==> config.mk <==
export PLATFORM = sky130hd
export DESIGN_NAME = aci_ctrl_status
export DESIGN_NICKNAME = d
export VERILOG_FILES = /design/src/verilog/aci_pkg.sv /design/src/verilog/aci_ctrl_status.sv
export SDC_FILE = /design/constraint.sdc
export NUM_CORES = 1
export LEC_CHECK = 0
export ABC_AREA = 1
export BUFFER_PORTS_ARGS = -buffer_cell sky130_fd_sc_hd__buf_2
export CORE_ASPECT_RATIO = 1.25
export CORE_MARGIN = 10
export CORE_UTILIZATION = 50
export CTS_CLUSTER_DIAMETER = 40
export DETAILED_ROUTE_END_ITERATION = 6
export PLACE_DENSITY = 0.72
export SLEW_MARGIN = 15
export SYNTH_ARGS = -nofsm -noshare
export SYNTH_HDL_FRONTEND = slang
export SYNTH_SLANG_ARGS = --single-unit
==> constraint.sdc <==
create_clock -name mclk -period 1.7 [get_ports mclk]
set_input_delay 0.085 -clock mclk [delete_from_list [all_inputs] [get_ports mclk]]
set_output_delay 0.085 -clock mclk [all_outputs]
set_load 0.01 [all_outputs]
==> src/verilog/aci_pkg.sv <==
package aci_pkg;
  // ---------------------------------------------------------------
  // Register map (byte addresses)
  // ---------------------------------------------------------------
  localparam logic [7:0] OFF_CONTROL          = 8'h00;
  localparam logic [7:0] OFF_STATUS           = 8'h04;
  localparam logic [7:0] OFF_IRQ_ENABLE_SET   = 8'h10;
  localparam logic [7:0] OFF_IRQ_ENABLE_CLEAR = 8'h14;
  localparam logic [7:0] OFF_IRQ_MASK         = 8'h18;
  localparam logic [7:0] OFF_IRQ_PENDING      = 8'h1C;
  localparam logic [7:0] OFF_IRQ_CLEAR        = 8'h20;
  localparam logic [7:0] OFF_TEST             = 8'h24;
  // ---------------------------------------------------------------
  // Control fields
  // ---------------------------------------------------------------
  localparam int CTL_ENABLE      = 0;
  localparam int CTL_EVENT_EN    = 1;
  localparam int CTL_SW_START    = 4;
  localparam int CTL_EV_START    = 5;
  localparam int CTL_TEST_OVR    = 7;
  localparam int CTL_SUT_LSB     = 8;
  localparam int SUT_WIDTH       = 10;
  localparam int NUM_CH          = 8;
  localparam int NUM_WIN         = 4;
  localparam int WIN_LSB         = 24;
  localparam logic [31:0] CONTROL_WMASK = 32'h0003_FF83;
  localparam logic [31:0] IRQ_VALID     = 32'h0F00_FFFF;
  localparam logic [31:0] RESET_VALUE   = 32'h0000_0000;
  localparam logic [31:0] BAD_READ      = 32'h0000_0000;
endpackage : aci_pkg
==> src/verilog/aci_ctrl_status.sv <==
// The Avalon-MM register port is this design's own decision.
`timescale 1ns/10ps
`default_nettype none
module aci_ctrl_status
  import aci_pkg::*;
(
  input  wire logic                 mclk,
  input  wire logic                 rst,
  input  wire logic [7:0]           address,
  input  wire logic                 read,
  input  wire logic                 write,
  input  wire logic [31:0]          writedata,
  output logic      [31:0]          readdata,
  output logic                      waitrequest,
  input  wire logic [NUM_CH-1:0]    channelEnable,
  input  wire logic [NUM_CH-1:0]    comparatorOutput,
  input  wire logic [NUM_CH-1:0]    outputValid,
  input  wire logic [NUM_CH-1:0]    comparatorIrqEvent,
  input  wire logic [NUM_WIN-1:0]   windowInside,
  input  wire logic [NUM_WIN-1:0]   windowModeEnable,
  input  wire logic [NUM_WIN-1:0]   windowIrqEvent,
  input  wire logic                 peripheralEvent,
  input  wire logic                 comparisonDone,
  output logic                      interfaceEnable,
  output logic [NUM_CH-1:0]         channelActive,
  output logic [NUM_CH-1:0]         channelResult,
  output logic                      startComparison,
  output logic                      startFromEvent,
  output logic                      irqRequest
);
  // ---------------------------------------------------------------
  // Input synchronisers (analog side is asynchronous)
  // ---------------------------------------------------------------
  logic [NUM_CH-1:0]  cmpMeta, cmpSync, vldMeta, vldSync;
  logic [NUM_WIN-1:0] winMeta, winSync;
  logic               evMeta, evSync, evSyncDly;

  always_ff @(posedge mclk) begin
    if (rst) begin
      cmpMeta   <= '0;
      cmpSync   <= '0;
      vldMeta   <= '0;
      vldSync   <= '0;
      winMeta   <= '0;
      winSync   <= '0;
      evMeta    <= 1'b0;
      evSync    <= 1'b0;
      evSyncDly <= 1'b0;
    end else begin
      cmpMeta   <= comparatorOutput;
      cmpSync   <= cmpMeta;
      vldMeta   <= outputValid;
      vldSync   <= vldMeta;
      winMeta   <= windowInside;
      winSync   <= winMeta;
      evMeta    <= peripheralEvent;
      evSync    <= evMeta;
      evSyncDly <= evSync;
    end
  end

  // ---------------------------------------------------------------
  // Bus slave: one wait state on every access
  // ---------------------------------------------------------------
  logic        busAck;
  logic [31:0] control, testValue, irqMask, irqPending, statusWord;

  assign waitrequest = (read | write) & ~busAck;

  always_ff @(posedge mclk) begin
    if (rst) begin
      busAck <= 1'b0;
    end else begin
      busAck <= (read | write) & ~busAck;
    end
  end

  function automatic logic wrHit(input logic [7:0] off);
    wrHit = write & busAck & (address == off);
  endfunction : wrHit

  always_ff @(posedge mclk) begin
    if (rst) begin
      readdata <= RESET_VALUE;
    end else if (read & ~busAck) begin
      unique case (address)
        OFF_CONTROL:     readdata <= control;
        OFF_STATUS:      readdata <= statusWord;
        OFF_IRQ_MASK:    readdata <= irqMask;
        OFF_IRQ_PENDING: readdata <= irqPending;
        OFF_TEST:        readdata <= testValue;
        default:         readdata <= BAD_READ;
      endcase
    end
  end

  // ---------------------------------------------------------------
  // Control register
  // ---------------------------------------------------------------
  logic evAccepted;
  assign interfaceEnable = control[CTL_ENABLE];
  assign evAccepted = evSync & ~evSyncDly & control[CTL_EVENT_EN]
                      & control[CTL_ENABLE];

  always_ff @(posedge mclk) begin
    if (rst) begin
      control <= RESET_VALUE;
    end else begin
      if (wrHit(OFF_CONTROL)) begin
        control[CTL_ENABLE]   <= writedata[CTL_ENABLE];
        control[CTL_EVENT_EN] <= writedata[CTL_EVENT_EN];
        control[CTL_TEST_OVR] <= writedata[CTL_TEST_OVR];
        control[CTL_SUT_LSB +: SUT_WIDTH] <= writedata[CTL_SUT_LSB +: SUT_WIDTH];
      end
      // Start set beats completion clear in the same cycle
      if ((wrHit(OFF_CONTROL) & writedata[CTL_SW_START]))
        control[CTL_SW_START] <= 1'b1;
      else if (comparisonDone)
        control[CTL_SW_START] <= 1'b0;
      if ((wrHit(OFF_CONTROL) & writedata[CTL_EV_START]) | evAccepted)
        control[CTL_EV_START] <= 1'b1;
      else if (comparisonDone)
        control[CTL_EV_START] <= 1'b0;
      if (~control[CTL_ENABLE]) begin
        control[CTL_SW_START] <= 1'b0;
        control[CTL_EV_START] <= 1'b0;
      end
    end
  end

  always_ff @(posedge mclk) begin
    if (rst) begin
      testValue <= RESET_VALUE;
    end else if (wrHit(OFF_TEST)) begin
      testValue <= {24'h00_0000, writedata[NUM_CH-1:0]};
    end
  end

  // Pulse on the rising edge of each start bit
  logic swStartDly, evStartDly;
  always_ff @(posedge mclk) begin
    if (rst) begin
      swStartDly <= 1'b0;
      evStartDly <= 1'b0;
    end else begin
      swStartDly <= control[CTL_SW_START];
      evStartDly <= control[CTL_EV_START];
    end
  end
  assign startComparison = control[CTL_SW_START] & ~swStartDly;
  assign startFromEvent  = control[CTL_EV_START] & ~evStartDly;

  // ---------------------------------------------------------------
  // Per-channel startup counters and status
  // ---------------------------------------------------------------
  logic [NUM_CH-1:0] startupOver, startupPulse, effOutput;
  assign effOutput = control[CTL_TEST_OVR] ? testValue[NUM_CH-1:0] : cmpSync;

  genvar gi;
  generate
    for (gi = 0; gi < NUM_CH; gi++) begin : g_ch
      logic [SUT_WIDTH-1:0] sutCount;
      logic                 chOn;
      assign chOn = channelEnable[gi] & control[CTL_ENABLE];
      always_ff @(posedge mclk) begin
        if (rst) begin
          sutCount           <= '0;
          startupOver[gi]    <= 1'b0;
          startupPulse[gi]   <= 1'b0;
        end else begin
          startupPulse[gi] <= 1'b0;
          if (~chOn) begin
            sutCount        <= '0;
            startupOver[gi] <= 1'b0;
          end else if (~startupOver[gi]) begin
            if (sutCount >= control[CTL_SUT_LSB +: SUT_WIDTH]) begin
              startupOver[gi]  <= 1'b1;
              startupPulse[gi] <= 1'b1;
            end else begin
              sutCount <= sutCount + 1'b1;
            end
          end
        end
      end
      assign channelActive[gi] = chOn & startupOver[gi];
      always_ff @(posedge mclk) begin
        if (rst) begin
          statusWord[2*gi]   <= 1'b0;
          statusWord[2*gi+1] <= 1'b0;
          channelResult[gi]  <= 1'b0;
        end else begin
          statusWord[2*gi]   <= effOutput[gi];
          statusWord[2*gi+1] <= (vldSync[gi] | control[CTL_TEST_OVR])
                                & chOn & startupOver[gi];
          channelResult[gi]  <= effOutput[gi];
        end
      end
    end
  endgenerate

  always_ff @(posedge mclk) begin
    if (rst) begin
      statusWord[31:16] <= '0;
    end else begin
      statusWord[23:16]  <= '0;
      statusWord[31:28]  <= '0;
      statusWord[WIN_LSB +: NUM_WIN] <= winSync & {NUM_WIN{control[CTL_ENABLE]}};
    end
  end

  // ---------------------------------------------------------------
  // Interrupt mask, pending and request
  // ---------------------------------------------------------------
  logic [31:0] irqSet;
  always_comb begin
    irqSet = '0;
    for (int n = 0; n < NUM_CH; n++) begin
      irqSet[2*n]   = comparatorIrqEvent[n] & control[CTL_ENABLE];
      irqSet[2*n+1] = startupPulse[n];
    end
    irqSet[WIN_LSB +: NUM_WIN] = windowIrqEvent & windowModeEnable
                                 & {NUM_WIN{control[CTL_ENABLE]}};
  end

  always_ff @(posedge mclk) begin
    if (rst) begin
      irqMask <= RESET_VALUE;
    end else if (wrHit(OFF_IRQ_ENABLE_SET)) begin
      irqMask <= irqMask | (writedata & IRQ_VALID);
    end else if (wrHit(OFF_IRQ_ENABLE_CLEAR)) begin
      irqMask <= irqMask & ~(writedata & IRQ_VALID);
    end
  end

  always_ff @(posedge mclk) begin
    if (rst) begin
      irqPending <= RESET_VALUE;
    end else begin
      // New events win over a simultaneous clear
      irqPending <= (irqPending & ~(wrHit(OFF_IRQ_CLEAR) ? writedata : 32'h0000_0000))
                    | irqSet;
    end
  end

  assign irqRequest = |(irqPending & irqMask);

  // ---------------------------------------------------------------
  // Write strobes seen by the checks
  // ---------------------------------------------------------------
  // Properties sample these; a function call would read live values
  logic wrCtl, wrSet, wrClr, wrIcr;
  always_comb begin
    wrCtl = wrHit(OFF_CONTROL);
    wrSet = wrHit(OFF_IRQ_ENABLE_SET);
    wrClr = wrHit(OFF_IRQ_ENABLE_CLEAR);
    wrIcr = wrHit(OFF_IRQ_CLEAR);
  end

  // ---------------------------------------------------------------
  // Checks
  // ---------------------------------------------------------------
  chk_mask_set: assert property (@(posedge mclk) disable iff (rst)
    wrSet |=> ((irqMask & $past(writedata) & IRQ_VALID) == ($past(writedata) & IRQ_VALID)))
    else $error("mask not set by enable write");
  chk_mask_clear: assert property (@(posedge mclk) disable iff (rst)
    wrClr |=> ((irqMask & $past(writedata)) == 32'h0000_0000))
    else $error("mask not cleared by disable write");
  chk_mask_stable: assert property (@(posedge mclk) disable iff (rst)
    !wrSet && !wrClr |=> $stable(irqMask))
    else $error("mask changed without write");
  chk_irq_out: assert property (@(posedge mclk) disable iff (rst)
    irqRequest == ((irqPending & irqMask) != 32'h0000_0000))
    else $error("irq output mismatch");
  chk_pend_hold: assert property (@(posedge mclk) disable iff (rst)
    irqPending[WIN_LSB] && !(wrIcr && writedata[WIN_LSB]) |=> irqPending[WIN_LSB])
    else $error("window pending lost without clear");
  chk_pend_set: assert property (@(posedge mclk) disable iff (rst)
    irqSet[WIN_LSB] |=> irqPending[WIN_LSB])
    else $error("window pending not set");
  chk_startup_irq: assert property (@(posedge mclk) disable iff (rst)
    startupPulse[0] |=> irqPending[1])
    else $error("startup pending not set");
  chk_ready_needs: assert property (@(posedge mclk) disable iff (rst)
    statusWord[1] |-> $past(startupOver[0]) && $past(g_ch[0].chOn))
    else $error("ready without startup");
  chk_sw_start: assert property (@(posedge mclk) disable iff (rst)
    wrCtl && writedata[CTL_SW_START] && control[CTL_ENABLE] |=> control[CTL_SW_START])
    else $error("software start not set");
  chk_ev_block: assert property (@(posedge mclk) disable iff (rst)
    !control[CTL_EV_START] && !control[CTL_EVENT_EN] && !wrCtl |=> !control[CTL_EV_START])
    else $error("event start while disabled");
  chk_disable_all: assert property (@(posedge mclk) disable iff (rst)
    !control[CTL_ENABLE] |-> ##1 (channelActive == '0))
    else $error("channel active while disabled");
  chk_test_ovr: assert property (@(posedge mclk) disable iff (rst)
    control[CTL_TEST_OVR] && $stable(control[CTL_TEST_OVR]) |=> channelResult == $past(testValue[NUM_CH-1:0]))
    else $error("test override ignored");

  // ---------------------------------------------------------------
  // Checks: start bits, status and clearing
  // ---------------------------------------------------------------
  chk_ev_set: assert property (@(posedge mclk) disable iff (rst)
    evAccepted |=> control[CTL_EV_START])
    else $error("event start not set by event");
  chk_ev_done: assert property (@(posedge mclk) disable iff (rst)
    control[CTL_EV_START] && comparisonDone && !evAccepted
    && !(wrCtl && writedata[CTL_EV_START]) |=> !control[CTL_EV_START])
    else $error("event start not cleared when done");
  chk_sw_done: assert property (@(posedge mclk) disable iff (rst)
    control[CTL_SW_START] && comparisonDone && !(wrCtl && writedata[CTL_SW_START]) |=> !control[CTL_SW_START])
    else $error("software start not cleared when done");
  chk_zero_start: assert property (@(posedge mclk) disable iff (rst)
    wrCtl && !writedata[CTL_SW_START] && !control[CTL_SW_START] |=> !control[CTL_SW_START])
    else $error("zero write set software start");
  chk_ev_zero: assert property (@(posedge mclk) disable iff (rst)
    wrCtl && !writedata[CTL_EV_START] && !evAccepted && !control[CTL_EV_START] |=> !control[CTL_EV_START])
    else $error("zero write set event start");
  chk_sw_pulse: assert property (@(posedge mclk) disable iff (rst)
    startComparison |=> !startComparison)
    else $error("software start pulse too long");
  chk_ev_pulse: assert property (@(posedge mclk) disable iff (rst)
    startFromEvent |=> !startFromEvent)
    else $error("event start pulse too long");
  chk_off_events: assert property (@(posedge mclk) disable iff (rst)
    !control[CTL_ENABLE] |-> ((irqSet & 32'h0F00_5555) == 32'h0000_0000))
    else $error("interrupt event while disabled");
  chk_win_status: assert property (@(posedge mclk) disable iff (rst)
    control[CTL_ENABLE] |=> (statusWord[WIN_LSB +: NUM_WIN] == $past(winSync)))
    else $error("window status does not follow input");
  chk_result_bit: assert property (@(posedge mclk) disable iff (rst)
    !control[CTL_TEST_OVR] |=> (statusWord[0] == $past(cmpSync[0])))
    else $error("result bit does not follow comparator");
  chk_ready_off: assert property (@(posedge mclk) disable iff (rst)
    !g_ch[0].chOn |=> !statusWord[1])
    else $error("ready while channel off");
  chk_startup_wait: assert property (@(posedge mclk) disable iff (rst)
    g_ch[0].chOn && !startupOver[0] && (g_ch[0].sutCount < control[CTL_SUT_LSB +: SUT_WIDTH]) |=> !startupOver[0])
    else $error("startup ended early");
  chk_irq_withdraw: assert property (@(posedge mclk) disable iff (rst)
    wrIcr && ((irqPending & ~writedata) == 32'h0000_0000) && (irqSet == 32'h0000_0000) |=> !irqRequest)
    else $error("request not withdrawn by clear");
  chk_clear_zero: assert property (@(posedge mclk) disable iff (rst)
    wrIcr && (writedata == 32'h0000_0000) |=> ((irqPending & $past(irqPending)) == $past(irqPending)))
    else $error("zero clear write changed pending");
  chk_pend_clear: assert property (@(posedge mclk) disable iff (rst)
    wrIcr && writedata[1] && !irqSet[1] |=> !irqPending[1])
    else $error("pending bit not cleared");
  chk_mask_valid: assert property (@(posedge mclk) disable iff (rst)
    (irqMask & ~IRQ_VALID) == 32'h0000_0000)
    else $error("reserved mask bit set");

  cov_event_start: cover property (@(posedge mclk) disable iff (rst) evAccepted ##1 control[CTL_EV_START]);
  cov_irq: cover property (@(posedge mclk) disable iff (rst) $rose(irqRequest));
  cov_startup: cover property (@(posedge mclk) disable iff (rst) $rose(channelActive[0]));
  cov_window_irq: cover property (@(posedge mclk) disable iff (rst) irqSet[WIN_LSB+2] ##1 irqPending[WIN_LSB+2]);
  cov_test_ovr: cover property (@(posedge mclk) disable iff (rst) $rose(control[CTL_TEST_OVR]));
endmodule : aci_ctrl_status
`default_nettype wire

# Yosys cells after proc, flatten, opt, wreduce, memory -nomap -nowiden
# Index checks and enable logic that the tools add are counted.
# totals
reg_bits	301
in_bits	90
output_inout_bits	53
word_cells	242
# classes
add_sub_neg	8
n_lt_le_gt_ge	8
n_eq_ne	7
muxes	24
bitwise_logic	104
n_reduce_logical	30
# op_table
cell	count
32-bit case mux with 5 select lines	1
32-bit bitwise AND	3
32-bit two-way mux	3
10-bit by 1-bit adder with 10-bit output, second input constant	8
10-bit >= comparator	8
32-bit by 28-bit OR with 32-bit output	2
1-bit bitwise AND	55
8-bit by 5-bit == test with 1-bit output, second input constant	4
28-bit NOT with 32-bit output	1
32-bit NOT	1
32-bit OR reduction	1
1-bit NOT	29
3-bit OR reduction	8
1-bit two-way mux	19
2-bit OR reduction	9
8-bit by 6-bit == test with 1-bit output, second input constant	2
2-bit AND reduction	8
4-bit bitwise AND	3
1-bit OR	10
8-bit by 3-bit == test with 1-bit output, second input constant	1
8-bit logical NOT	1
8-bit two-way mux	1
2-bit nonzero test	3

# Logic depth before layout (Yosys ltp)
# logic_depth
word_depth	6
mapped_depth	13
mapped_depth_nobuf	13

# Worst setup path before layout
# No wires, ideal clock.
# synth_path
kind	register -> register
from	reg control[17]
to	reg g_ch[0].sutCount[0]
setup_ps	113
arrival_time_ps	1569
required_time_ps	1587
setup_slack_ps	18
path_stages_with_launch	10
path_buffers	0
period_less_slack_ps	1682
path_cell_list	dfxtp_1 inv_1 ha_1 a21o_1 nor2_1 nand3_1 nor2_1 nand2_1 nand2_1 nor2_1
# synth_via
elab_chain_len	3
# synth_rtl
element	line_no	source
from (decl)	aci_ctrl_status.sv:66	logic [31:0] control, testValue, irqMask, irqPending, statusWord;
from (signal, indexed assignment)	aci_ctrl_status.sv:110	control[CTL_ENABLE] <= writedata[CTL_ENABLE];
from (signal, indexed assignment)	aci_ctrl_status.sv:111	control[CTL_EVENT_EN] <= writedata[CTL_EVENT_EN];
from (signal, indexed assignment)	aci_ctrl_status.sv:112	control[CTL_TEST_OVR] <= writedata[CTL_TEST_OVR];
10-bit >= comparator	aci_ctrl_status.sv:176	if (sutCount >= control[CTL_SUT_LSB +: SUT_WIDTH]) begin
1-bit NOT (no line)	--	
2-bit AND reduction (no line)	--	
to (signal assigned)	aci_ctrl_status.sv:180	sutCount <= sutCount + 1'b1;
to (decl)	aci_ctrl_status.sv:162	logic [SUT_WIDTH-1:0] sutCount;
# No other way between the ends.
# A chain may end at the register's enable or synchronous reset.

# Worst setup path in the final report
# layout_path
from	reg control[17]
to	reg g_ch[1].sutCount[5]
# layout_via
elab_chain_len	3
# layout_rtl
element	line_no
10-bit >= comparator	aci_ctrl_status.sv:176
1-bit NOT (no line)	--
2-bit AND reduction (no line)	--
to (signal assigned)	aci_ctrl_status.sv:180
to (decl)	aci_ctrl_status.sv:162
# No other way between the ends.

==> impl_metrics.env <==
export IMPL_die_w_um=167
export IMPL_endpoint="g_ch[1].sutCount[5]"
export IMPL_start_util=0.507
export IMPL_most_common_layout_cells="nand2_1, dfxtp_1, inv_1"
export IMPL_synth_edf_count=0
export IMPL_first_pass_iters=6
export IMPL_place_area_sq_mm=0.0155
export IMPL_r2r_slack_ns=-0.29
export IMPL_dp_hpwl_um=28600
export IMPL_drc=0
export IMPL_wl_per_cell_um=17.7
export IMPL_period_minus_slack_ns=1.99
export IMPL_worstPathCellList="clkinvlp_4 -> buf_6 -> buf_6 -> ha_4 -> nand2_1 -> nand2_1 -> a21oi_4 -> nand4_1 -> buf_6 -> buf_6 -> nand2_2 -> a21oi_2"
export IMPL_clock_root_buffer="clkbuf_16"
export IMPL_core_area_sq_mm=0.0267
export IMPL_finalHoldViolCount=0
export IMPL_power_total_mw=15.3
export IMPL_clkLatencyLatePin_ns=0.53
export IMPL_cp_slowest_stage_delay_ns=0.35
export IMPL_setup_ws_ns=-0.294
export IMPL_p_leak_nw=8.33
export IMPL_reg2reg_depth=12
export IMPL_worstSetupStartpointType="register"
export IMPL_worstMarginPinSlew_ns=0.585
export IMPL_place_ws_ns=-0.322
export IMPL_path_delay_family="buffers and inverters"
export IMPL_drv_cap=0
export IMPL_hold_depth=5
export IMPL_yosysSeqAreaShare=0.397
export IMPL_dr_first_iter_drc_count=1177
export IMPL_area_growth_syn_to_layout_pct=43.7
export IMPL_fillCellCount=1800
export IMPL_cp_required_ns=2.10
export IMPL_cpMaxStageDelayCell="dfxtp_2"
export IMPL_final_cell_area_sq_mm=0.0195
export IMPL_powerDensity_mw_per_mm2=784
export IMPL_cts_sinks=269
export IMPL_regArea_sq_mm=0.00540
export IMPL_grt_pass1_vias=14200
export IMPL_ys_ff_latch=269
export IMPL_multi_input_area_sq_mm=0.00833
export IMPL_path_clk_slew_ns=0.06
export IMPL_crit_path_start="control[17]"
export IMPL_setup_tns_ns=-18.72
export IMPL_regToRegEndpoint="g_ch[1].sutCount[5]"
export IMPL_hold_path_class="in -> reg"
export IMPL_yosys_warnings=0
export IMPL_ant_nets=0
export IMPL_fin_nets=2453
export IMPL_vias_per_cell=5.45
export IMPL_fmax_mhz=502
export IMPL_cts_tree="done"
export IMPL_criticalPathCategory="reg -> reg"
export IMPL_layout_commonest_cell="nand2_1"
export IMPL_fin_hold_ws_ns=0.0345
export IMPL_crit_path_frequent_cell="buf_6"
export IMPL_grt_pass1_wl_um=70600
export IMPL_antenna_found_initial=0
export IMPL_slew_violations=0
export IMPL_setup_violations=94
export IMPL_clockBufferDepth=3
export IMPL_fin_crit_sh=1.17
export IMPL_synthDistinctLibCells=36
export IMPL_routabilityCongestion=0.929
export IMPL_track_usage=0.247
export IMPL_ir_drop_uv=603
export IMPL_rsz0062_at_grt="yes"
export IMPL_critical_path_buf_inv_count=5
export IMPL_synth_nets=2099
export IMPL_reg2reg_from="control[17]"
export IMPL_die_area_sq_mm=0.0341
export IMPL_end_kind="register"
export IMPL_violations="negative setup slack"
export IMPL_cp_max_fo=5
export IMPL_drive_gt1_frac=0.304
export IMPL_synth_ff_type="dfxtp_1"
export IMPL_cp_arrival_ns=2.39
export IMPL_diodes=0
export IMPL_syn_inst=1921
export IMPL_cp_num_cells=12
export IMPL_totalWireLength_um=46800
export IMPL_syn_area_sq_mm=0.0136
export IMPL_maxSlewHeadroom=0.610
export IMPL_ios=143
export IMPL_grt_start_max_net_pins=48
export IMPL_gr_total_overflow=0
export IMPL_htreeDepth=2
export IMPL_die_h_um=204
export IMPL_status="finished, violations left"
export IMPL_fin_skew_ns=0.0299
export IMPL_placementRows=67
export IMPL_dr_total_vias=14400
export IMPL_cts_made_buffers=35
export IMPL_portBuffers=142
export IMPL_synth_area_per_cell_sq_um=7.06
export IMPL_synth_async_reset_ratio=0
## through the flow
| step | util | cells |
|---|---|---|
| detailed placement | 0.579 | 2483 |
| global route | 0.728 | 2647 |
| floorplan | - | 1921 |
| global placement | 0.579 | 2483 |
| CTS | 0.700 | 2641 |
| finish | 0.728 | 2647 |
## report_power, final
| group | switching [mW] | total, mW | internal, mW |
|---|---|---|---|
| registers | 0.0349 | 6.42 | 6.38 |
| logic | 0.388 | 0.704 | 0.316 |
| clock network | 3.06 | 8.16 | 5.10 |
| total | 3.48 | 15.3 | 11.8 |
## sequential cells by signal, summed over array words and instances, names as in the netlist, named ones only
name,flops
evSync,1
vldSync,8
irqPending,32
irqSet,8
evMeta,1
g_ch.sutCount,80
statusWord,20
cmpSync,8
cmpMeta,8
busAck,1
winMeta,4
testValue,8
swStartDly,1
evSyncDly,1
evStartDly,1
control,15
startupOver,8
winSync,4
vldMeta,8
readdata,32
## how the worst min path moves through the flow
| stage | startpoint | endpoint | slack (ns) |
|---|---|---|---|
| after floorplan | writedata[16] | irqPending[16] | 0.18 |
| after detailed placement | writedata[16] | irqPending[16] | 0.29 |
| after global placement | comparatorOutput[0] | cmpMeta[0] | 0.29 |
| after CTS | channelEnable[0] | g_ch[0].sutCount[6] | 0.02 |
| after global routing | channelEnable[0] | irqSet[1] | 0.05 |
| final | channelEnable[0] | irqSet[1] | 0.03 |
## cell usage after synthesis (2+ instances only)
library cell	number	area (sq um)
a211oi_1	2	15.0
a21o_1	3	22.5
a21oi_1	151	756
a221oi_1	3	26.3
buf_2	14	70.1
buf_4	14	105
buf_6	3	33.8
clkbuf_1	34	128
dfxtp_1	269	5390
ha_1	88	1100
inv_1	255	957
inv_2	14	52.6
nand2_1	457	1720
nand2_2	4	25.0
nand2_4	2	22.5
nand3_1	143	716
nand4_1	32	200
nor2_1	219	822
nor2_2	12	75.1
nor2_4	9	101
nor3_1	16	80.1
o211ai_1	12	90.1
o21ai_0	96	480
o21ai_1	10	50.1
o21ai_2	2	17.5
o21bai_1	2	15.0
o22ai_1	2	12.5
or2_2	2	12.5
xnor2_1	15	131
xor2_1	30	263
## final cells by class
| class | count | area share |
|---|---|---|
| inverter | 270 | 0.0538 |
| multi-input combinational | 1317 | 0.428 |
| clock buffer | 45 | 0.0506 |
| sequential | 269 | 0.277 |
| tap | 345 | 0.0222 |
| timing repair buffer | 382 | 0.153 |
| clock inverter | 19 | 0.0159 |
## routing by layer
metal,GRT usage,up-vias,routed length [um]
met1,0.282,6752,18000
li1,-,6830,-
met2,0.428,646,22600
met3,0.0429,193,3380
met5,0,-,0
met4,0.140,0,2810
## worst register-to-register path: cells and delay by family, from the launching register on
kind,cells,cell delay (ns)
simple gates,4,0.38
flops,1,0.35
fa+ha+maj,1,0.24
compound gates,2,0.21
buf+inv,5,0.69
## kinds of logic (layout without fill, tap and decap cells)
group / after synthesis / count (layout) / share of synthesized area
DFF: 269 / 269 / 0.397
buffers and inverters: 335 / 716 / 0.0996
AOI/OAI and AO/OA: 285 / 285 / 0.111
xor gates and xnor gates: 45 / 45 / 0.0291
and+or+nand+nor: 899 / 899 / 0.282
adders and majority gates: 88 / 88 / 0.0812
## timing repair
| item | 4_1_cts | 5_1_grt |
|---|---|---|
| pin swaps | 103 | 95 |
| resized for setup | 206 | 192 |
| hold buffers | 79 | 0 |
| cloned | 3 | 0 |
| hold endpoints to repair | 114 | 0 |
| setup endpoints to repair | 96 | 101 |
| buffers inserted | 13 | 6 |
Power figures use the tool's default switching activity.
